File: src/rtl/payload_error_inserter_regs.vh
// register offsets, field positions, reset values for the payload error inserter
// assumes byte addresses on a 32-bit APB bus, one register per word
`ifndef PAYLOAD_ERROR_INSERTER_REGS_VH
`define PAYLOAD_ERROR_INSERTER_REGS_VH

// printed offsets are not multiples of four: these are word indices
`define IDX_ERROR_RATE_CONTROL 8'hEB
`define IDX_ERROR_COUNT_LOW    8'hEC
`define IDX_ERROR_COUNT_HIGH   8'hED
`define IDX_ERRORS_LEFT_LOW    8'hEE
`define IDX_ERRORS_LEFT_HIGH   8'hEF
`define IDX_CHANNEL_SELECT     8'hF0
`define IDX_CONTROL            8'hF1

`define RST_ERROR_RATE_CONTROL 8'h00
`define RST_ERROR_COUNT_LOW    8'h00
`define RST_ERROR_COUNT_HIGH   8'h00
`define RST_CHANNEL_SELECT     24'h000000
`define RST_CONTROL            1'h0

`define ERC_RATE_LSB   0
`define ERC_RATE_MSB   3
`define ERC_CONST_BIT  4
`define ERC_LOAD_BIT   7
`define ERC_WRITE_MASK 8'h9F

`define RATE_BASE_LOG2 4
`define FRAME_SLOTS    193
`define CHANNEL_BITS   8
`define NUM_CHANNELS   24

`endif

File: src/rtl/payload_error_inserter.v
// transmit payload error inserter for a T1 framer, APB register slave
// assumes tx stream is in the pclk domain, one bit per tx_bit_valid,
// with tx_frame_bit marking the framing bit and tx_channel its DS0
`timescale 1ns/100ps

// Summary of operation
// - only transmit payload bits are corrupted, receive path untouched
// - errors hit all channels or only host-selected DS0 channels
// - last bit of each counted group is inverted, e.g. 16th of 16
// - framing bits are not counted and never inverted
// - a new rate code takes effect at the next frame boundary
// - rate code 0 inserts none; 1..15 give 1 in 16 up to 262144
// - constant bit with non-zero rate ignores count, inserts forever
// - rate code zero means no errors even in constant mode
// - count mode inserts exactly the last transferred count
// - rising load strobe transfers the count on the next cycle
// - holding load strobe high gives no reload; host must re-toggle
// - count is 10 bits: low register bits 7:0, high bits 9:8
// - count zero makes no errors, count n makes exactly n
// - remaining count readable at any time in two read-only registers
module payload_error_inserter #(
  parameter CNT_W = 18
) (
  input  wire        pclk,
  input  wire        presetn,
  input  wire        psel,
  input  wire        penable,
  input  wire        pwrite,
  input  wire [11:0] paddr,
  input  wire [31:0] pwdata,
  output wire        pready,
  output reg  [31:0] prdata,
  output wire        pslverr,
  input  wire        tx_bit_valid,
  input  wire        tx_bit_in,
  input  wire        tx_frame_bit,
  input  wire [4:0]  tx_channel,
  output reg         tx_bit_valid_out,
  output reg         tx_bit_out,
  output reg         error_inserted
);
  `include "payload_error_inserter_regs.vh"

  reg  [7:0]  erc_ff;
  reg  [7:0]  cnt_low_ff;
  reg  [1:0]  cnt_high_ff;
  reg  [23:0] chan_sel_ff;
  reg         per_chan_ff;
  reg         load_prev_ff;
  reg         load_pend_ff;
  reg  [3:0]  rate_ff;
  reg  [9:0]  left_ff;
  reg  [9:0]  nxt_left;
  reg  [31:0] nxt_rdata;
  reg         addr_hit;

  wire       wr_en;
  wire       rd_en;
  wire [9:0] word_idx;
  wire       chan_ok;
  wire       bit_en;
  wire       group_end;
  wire       active;
  wire       inject;
  wire       const_mode;
  wire       load_rise;

  function is_idx;
    input [9:0] idx;
    input [7:0] reg_idx;
    begin
      is_idx = (idx == {2'h0, reg_idx});
    end
  endfunction

  // zero wait states; unmapped addresses read zero and report pslverr
  assign pready   = 1'b1;
  assign word_idx = paddr[11:2];
  assign wr_en    = psel && penable && pwrite;
  assign rd_en    = psel && !penable && !pwrite;
  assign pslverr  = psel && penable && !addr_hit;

  always @* begin
    addr_hit = is_idx(word_idx, `IDX_ERROR_RATE_CONTROL) ||
      is_idx(word_idx, `IDX_ERROR_COUNT_LOW) ||
      is_idx(word_idx, `IDX_ERROR_COUNT_HIGH) ||
      is_idx(word_idx, `IDX_ERRORS_LEFT_LOW) ||
      is_idx(word_idx, `IDX_ERRORS_LEFT_HIGH) ||
      is_idx(word_idx, `IDX_CHANNEL_SELECT) ||
      is_idx(word_idx, `IDX_CONTROL);
  end

  always @* begin
    nxt_rdata = 32'h00000000;
    if (is_idx(word_idx, `IDX_ERROR_RATE_CONTROL)) begin
      nxt_rdata[7:0] = erc_ff;
    end else if (is_idx(word_idx, `IDX_ERROR_COUNT_LOW)) begin
      nxt_rdata[7:0] = cnt_low_ff;
    end else if (is_idx(word_idx, `IDX_ERROR_COUNT_HIGH)) begin
      nxt_rdata[1:0] = cnt_high_ff;
    end else if (is_idx(word_idx, `IDX_ERRORS_LEFT_LOW)) begin
      nxt_rdata[7:0] = left_ff[7:0];
    end else if (is_idx(word_idx, `IDX_ERRORS_LEFT_HIGH)) begin
      nxt_rdata[1:0] = left_ff[9:8];
    end else if (is_idx(word_idx, `IDX_CHANNEL_SELECT)) begin
      nxt_rdata[23:0] = chan_sel_ff;
    end else if (is_idx(word_idx, `IDX_CONTROL)) begin
      nxt_rdata[0] = per_chan_ff;
    end
  end

  // read data captured in setup, stable through the access phase
  always @(posedge pclk or negedge presetn) begin
    if (!presetn) begin
      prdata <= 32'h00000000;
    end else if (rd_en) begin
      prdata <= nxt_rdata;
    end
  end

  always @(posedge pclk or negedge presetn) begin
    if (!presetn) begin
      erc_ff      <= `RST_ERROR_RATE_CONTROL;
      cnt_low_ff  <= `RST_ERROR_COUNT_LOW;
      cnt_high_ff <= 2'h0;
      chan_sel_ff <= `RST_CHANNEL_SELECT;
      per_chan_ff <= `RST_CONTROL;
    end else if (wr_en) begin
      if (is_idx(word_idx, `IDX_ERROR_RATE_CONTROL)) begin
        // bits 5 and 6 are unused and kept at zero
        erc_ff <= pwdata[7:0] & `ERC_WRITE_MASK;
      end
      if (is_idx(word_idx, `IDX_ERROR_COUNT_LOW)) begin
        cnt_low_ff <= pwdata[7:0];
      end
      if (is_idx(word_idx, `IDX_ERROR_COUNT_HIGH)) begin
        cnt_high_ff <= pwdata[1:0];
      end
      if (is_idx(word_idx, `IDX_CHANNEL_SELECT)) begin
        chan_sel_ff <= pwdata[23:0];
      end
      if (is_idx(word_idx, `IDX_CONTROL)) begin
        per_chan_ff <= pwdata[0];
      end
    end
  end

  assign const_mode = erc_ff[`ERC_CONST_BIT];
  // only a 0 to 1 change of the stored bit counts, not a held level
  assign load_rise = erc_ff[`ERC_LOAD_BIT] && !load_prev_ff;

  // framing bits never advance the spacing count
  assign chan_ok = !per_chan_ff ||
    ((tx_channel < 5'd24) && chan_sel_ff[tx_channel]);
  assign bit_en = tx_bit_valid && !tx_frame_bit && chan_ok;

  error_spacing_counter #(
    .CNT_W     (CNT_W)
  ) u_spacing (
    .pclk      (pclk),
    .presetn   (presetn),
    .bit_en    (bit_en),
    .restart   (load_pend_ff),
    .rate_code (rate_ff),
    .group_end (group_end)
  );

  // rate zero blocks both modes; count mode stops at zero left
  assign active = (rate_ff != 4'h0) &&
    (const_mode || (left_ff != 10'h000));
  assign inject = group_end && active;

  always @* begin
    nxt_left = left_ff;
    if (load_pend_ff) begin
      nxt_left = {cnt_high_ff, cnt_low_ff};
    end else if (inject && !const_mode) begin
      nxt_left = left_ff - 10'h001;
    end
  end

  always @(posedge pclk or negedge presetn) begin
    if (!presetn) begin
      load_prev_ff <= 1'b0;
      load_pend_ff <= 1'b0;
      left_ff      <= 10'h000;
      rate_ff      <= 4'h0;
    end else begin
      load_prev_ff <= erc_ff[`ERC_LOAD_BIT];
      // transfer lands the cycle after the edge is seen
      load_pend_ff <= load_rise;
      left_ff      <= nxt_left;
      if (tx_bit_valid && tx_frame_bit) begin
        rate_ff <= erc_ff[`ERC_RATE_MSB:`ERC_RATE_LSB];
      end
    end
  end

  // transmit path only; no receive side exists in this block
  always @(posedge pclk or negedge presetn) begin
    if (!presetn) begin
      tx_bit_valid_out <= 1'b0;
      tx_bit_out       <= 1'b0;
      error_inserted   <= 1'b0;
    end else begin
      tx_bit_valid_out <= tx_bit_valid;
      tx_bit_out       <= tx_bit_in ^ inject;
      error_inserted   <= inject;
    end
  end
endmodule

File: src/rtl/error_spacing_counter.v
// counts payload bits and flags the last bit of each spaced group
// assumes bit_en is a one-cycle enable per counted payload bit
`timescale 1ns/100ps
module error_spacing_counter #(
  parameter CNT_W = 18
) (
  input  wire             pclk,
  input  wire             presetn,
  input  wire             bit_en,
  input  wire             restart,
  input  wire [3:0]       rate_code,
  output wire             group_end
);
  `include "payload_error_inserter_regs.vh"

  reg  [CNT_W-1:0] count_ff;
  wire [CNT_W-1:0] nxt_count;
  wire [CNT_W-1:0] last_value;

  // group length is 2^(rate+3); rate 0 never ends a group
  assign last_value = (rate_code == 4'h0) ? {CNT_W{1'b1}} :
    ({{(CNT_W-1){1'b0}}, 1'b1} << ({1'b0, rate_code} + 5'h03)) - 1'b1;
  assign group_end = bit_en && (rate_code != 4'h0) &&
    (count_ff == last_value);
  assign nxt_count = (restart || group_end) ? {CNT_W{1'b0}} :
    bit_en ? count_ff + 1'b1 : count_ff;

  always @(posedge pclk or negedge presetn) begin
    if (!presetn) begin
      count_ff <= {CNT_W{1'b0}};
    end else begin
      count_ff <= nxt_count;
    end
  end
endmodule

File: config.mk
export PLATFORM = sky130hd
export DESIGN_NAME = payload_error_inserter
export DESIGN_NICKNAME = d
export VERILOG_FILES = /design/src/rtl/payload_error_inserter.v /design/src/rtl/error_spacing_counter.v
export VERILOG_INCLUDE_DIRS = /design/src /design/src/rtl
export SDC_FILE = /design/constraint.sdc
export NUM_CORES = 1
export LEC_CHECK = 0
export BUFFER_PORTS_ARGS = -buffer_cell sky130_fd_sc_hd__buf_2
export CAP_MARGIN = 40
export CORE_MARGIN = 2
export CORE_UTILIZATION = 61
export CTS_CLUSTER_DIAMETER = 50
export DETAILED_ROUTE_END_ITERATION = 10
export GPL_ROUTABILITY_DRIVEN = 0
export GPL_TIMING_DRIVEN = 0
export HOLD_SLACK_MARGIN = 0.06
export PLACE_DENSITY = 0.85
export RECOVER_POWER = 100
export SKIP_CTS_REPAIR_TIMING = 1
export SYNTH_ARGS = -nofsm -noshare
export SYNTH_HDL_FRONTEND = slang
export SYNTH_SLANG_ARGS = --single-unit
File: constraint.sdc
create_clock -name pclk -period 8.1 [get_ports pclk]
set_input_delay 0.405 -clock pclk [delete_from_list [all_inputs] [get_ports pclk]]
set_output_delay 0.405 -clock pclk [all_outputs]
set_load 0.01 [all_outputs]
==> run summary <==
The run finished, with violations left. The checks that failed: max-capacitance violations, max-slew violations. The largest individual stage delay along the critical path comes from the cell sky130_fd_sc_hd__o21ai_0. The worst stage delay on the critical path came out at 0.80 ns. The largest fanout on the critical path is 10. The number of port buffers is 74. The worst setup path is launched from a register. The clock share of power is between 20 and 30%. The top cell types in the final layout, fill and taps aside, are 102 x sky130_fd_sc_hd__dfrtp_1, 62 x sky130_fd_sc_hd__clkbuf_1, 61 x sky130_fd_sc_hd__nand2_1, 49 x sky130_fd_sc_hd__nor2_1, 47 x sky130_fd_sc_hd__buf_2.

The fraction of power spent switching nets is 31.20%. The total die area is about 0.010 mm^2. The largest net degree at the start of global routing is 70. The unique cell type count in the Yosys netlist came out at between 70 and 80. The total power density per cell area came out at 159.2 mW/mm^2. The data arrival time at the worst-slack endpoint is between 4 and 5 ns. The number of antenna diodes in the final layout is 0. The width of the die came out at roughly 100 um. Setup slack on the worst reg-to-reg path comes out at roughly 4.0 ns.

Summing all flip-flop and latch instances after layout gives 0.002552 mm^2. The number of cells produced by synthesis came out at around 600. Cell internal power was estimated by the tool at roughly 0.72 mW. Setup repair after global routing left no endpoint under its margin. Counting buffers and inverters, the worst setup path is 12 cells deep. Of the post-synthesis cell area, the dominant cell type holds 44.10%. The clock buffer count from CTS came out at 9. The area growth from synthesis to final layout is 13.08%. The total number of vias is 5,295. The number of slew-limit violations in the final report came out at 34. The post-detailed-route count of antenna-violating nets came out at 0. The half-perimeter wire length of the detailed placement result is roughly 11 mm. The leakage power figure came out at 2.999 nW. The worst setup path is of the register to register kind. The total routing usage reported by global routing is approximately 30%. The mean post-synth cell area is between 9 and 10 um^2. The core region is around 0.0092 mm^2.

During synthesis, Yosys emitted a total of 0 warnings. Summing every instance area after synthesis gives approximately 0.0058 mm^2. The number of global-route vias before repair came out at a little under 5k. The slew of the pin with the lowest slew margin is between 2 and 2.5 ns.

Clock tree synthesis selected as its root buffer the cell sky130_fd_sc_hd__clkbuf_8. Walking the worst path, the cells encountered are clkbuf_1 -> clkbuf_1 -> clkbuf_1 -> nand2_1 -> a21oi_1 -> o21ai_0 -> a21oi_1 -> nand4_1 -> clkbuf_1 -> o21ai_0 -> clkbuf_1 -> nor2_1. The library cell used most frequently in the layout, excluding fill and tap cells, is sky130_fd_sc_hd__dfrtp_1. After detailed routing, the number of vias per cell comes to about 6.4.

The number of rows in the core area is 35. The number of enable flip-flop cells after synthesis came out at 0. The violation count after the first detailed-routing iteration is 423. The number of cells on the worst reg-to-reg path is 12. Sorting the synthesized cells by area gives the leading types as sky130_fd_sc_hd__dfrtp_1 44%, sky130_fd_sc_hd__mux2_2 8.9%, sky130_fd_sc_hd__nand2_1 4.0%. The clock drives ~100 sinks.

The data required time at the worst endpoint came out at around 8.4 ns. The combinational share of power came out at ~17%. The worst hold path belongs to the class input pin to register. The sequential cell fraction of total power is a little over half. In the final design database the tool counted 755 nets. The flip-flop and latch count after synthesis came out at between 100 and 150. The H-tree depth is 3. The share of the yosys chip area belonging to registers is between 40% and 50%. The clock slew seen by the registers of the worst setup and hold paths came out at roughly 0.1 ns. The pre-antenna-repair detailed-routing pass consisted of 7 iterations. The time the final worst path needs with I/O delays and setup came out at roughly 4.1 ns. The total negative slack came out at 0 ns.

The total count of hold-check failures in the final report is 0. The worst pin sits at a relative slew slack of -34.67%. Of all flip-flops after synthesis, the portion carrying an async set or reset was between 90% and 100%. Dividing the detail-routed wire length by the instance count gives around 18 um. The initial antenna violation count was 0. Across the run, the number of max-cap violations was 1. The synthesized design spends more area on one cell type than any other, namely sky130_fd_sc_hd__dfrtp_1. The depth of the worst hold-timing path came out at 1.

For this run, the leading register cell type out of synthesis is sky130_fd_sc_hd__dfrtp_1. The number of buffers on the longest clock path came out at 2. In this design, the largest share of critical-path delay is due to buffers and inverters. The y dimension of the die is about 100 um.

The total overflow reported by the global router came out at 0. The clock latency on the worst-skew pair is a little under 0.4 ns. The power dissipated by switching net loads is between 0.3 and 0.4 mW.

The first global-routing pass estimated 24.09 mm of wire. TritonCTS built the clock tree. For the final database, setup skew stands at about 0.027 ns. The fraction of final layout cells sized beyond drive strength 1 came out at a little under a fifth. The fraction of the cycle the final worst path needs came out at ~51%. In this design, the critical path's most frequently occurring cell is sky130_fd_sc_hd__clkbuf_1. Wires add up to ~15 mm. The highest ir drop seen on vdd is 101.2 uV. The DRC violation count after routing came out at 0. The starting density of the core is 62.64%. The multi-input logic area came out at around 0.0030 mm^2.

The number of buffers and inverters on the critical path is 5. The final-report setup violation count came out at 0. The I/O pin count is 94. The maximum frequency from static timing analysis came out at 0.2425 GHz. The endpoint class of the critical path is a register. The number of fill cells came out at 713. The total design power is 1.042 mW.
-- worst reg2reg max path, cell delays in order, from the launching register on --
cell,delay [ns]
sky130_fd_sc_hd__dfrtp_1,0.37
sky130_fd_sc_hd__clkbuf_1,0.32
sky130_fd_sc_hd__clkbuf_1,0.40
sky130_fd_sc_hd__clkbuf_1,0.48
sky130_fd_sc_hd__nand2_1,0.10
sky130_fd_sc_hd__a21oi_1,0.20
sky130_fd_sc_hd__o21ai_0,0.10
sky130_fd_sc_hd__a21oi_1,0.28
sky130_fd_sc_hd__nand4_1,0.18
sky130_fd_sc_hd__clkbuf_1,0.27
sky130_fd_sc_hd__o21ai_0,0.80
sky130_fd_sc_hd__clkbuf_1,0.42
sky130_fd_sc_hd__nor2_1,0.10
-- worst paths after layout --
| check | startpoint | endpoint |
|---|---|---|
| max reg2reg | rate_ff[2]$_DFFE_PN0P_ | u_spacing.count_ff[6]$_DFFE_PN0P_ |
| min in group asynchronous | presetn | u_spacing.count_ff[15]$_DFFE_PN0P_ |
| min reg2reg | load_prev_ff$_DFF_PN0_ | load_pend_ff$_DFF_PN0_ |
| max | rate_ff[2]$_DFFE_PN0P_ | u_spacing.count_ff[6]$_DFFE_PN0P_ |
| min | tx_bit_valid | tx_bit_valid_out$_DFF_PN0_ |
| max in group asynchronous | presetn | error_inserted$_DFF_PN0_ |
-- sequential cells by signal, summed over array words and instances (netlist names) --
name / flops
tx_bit_out: 1
tx_bit_valid_out: 1
load_prev_ff: 1
prdata: 24
u_spacing.count_ff: 18
error_inserted: 1
per_chan_ff: 1
cnt_high_ff: 2
cnt_low_ff: 8
load_pend_ff: 1
rate_ff: 4
left_ff: 10
erc_ff: 6
chan_sel_ff: 24
-- cell type report --
type	instances	share of cell area, %
Tap cell	129	2.466
Multi-Input combinational cell	445	45.71
Timing Repair Buffer	79	5.926
Sequential cell	102	39.00
Inverter	14	0.8029
Clock inverter	7	0.9941
Buffer	44	3.212
Clock buffer	9	1.893
-- synthesized netlist by cell type, drive strengths merged (3+ instances only) --
master and n:
a2111oi 3, a211o 3, a211oi 4, a21o 4
a21oi 10, a221oi 4, a22o 3, a22oi 7
a31oi 13, a32oi 3, and2 6, and3 10
and4 6, and4b 3, buf 22, clkbuf 22
dfrtp 102, ha 3, inv 14, mux2 46
mux2i 3, mux4 3, nand2 61, nand2b 4
nand3 31, nand3b 4, nand4 8, nor2 49
nor2b 9, nor3 19, nor3b 3, nor4 5
o21ai 17, o31ai 7, or2 4, or3 10
or4 9, or4b 3, xnor2 16, xor2 9
-- metal layers --
| layer | vias to the layer above | global-route usage [%] | part of all wire (%) |
|---|---|---|---|
| met5 | - | 0 | 0 |
| met4 | 0 | 11.54 | 3.5 |
| met3 | 57 | 4.969 | 7.9 |
| met2 | 279 | 48.70 | 49 |
| met1 | 2586 | 40.71 | 40 |
| li1 | 2373 | - | - |
-- logic make-up (layout without fill, tap and decap cells) --
kind of cell	count (synthesis)	in the layout	synth area share, %
xor gates and xnor gates	25	25	3.783
muxes	52	52	10.83
buffers and inverters	58	153	4.712
other	2	11	0.1298
DFF	102	102	44.10
adders and majority gates	4	4	0.8215
AOI/OAI and AO/OA	99	99	12.28
and+or+nand+nor	254	254	23.35
-- power groups by stage --
| stage | combinational [mW] | sequential, mW | clock (mW) |
|---|---|---|---|
| floorplan | 0.112 | 0.558 | 0 |
| global placement | 0.161 | 0.562 | 0 |
| detailed placement | 0.171 | 0.563 | 0 |
| CTS | 0.173 | 0.554 | 0.310 |
| global route | 0.193 | 0.557 | 0.335 |
| finish | 0.176 | 0.556 | 0.310 |
-- through the flow --
stage	utilization [%]	area (um^2)	setup slack [ns]	cells	hold slack, ns
final	70.83	6545	3.976	829	0.1642
after CTS	71.36	6594	4.833	828	-0.006666
after global routing	70.83	6545	3.694	829	0.1704
after global placement	68.76	6354	4.834	808	0.3823
after detailed placement	69.32	6405	4.845	812	0.3875
after floorplan	-	5822	5.413	605	0.1094
No activity file was read; power rests on OpenSTA's default activity.
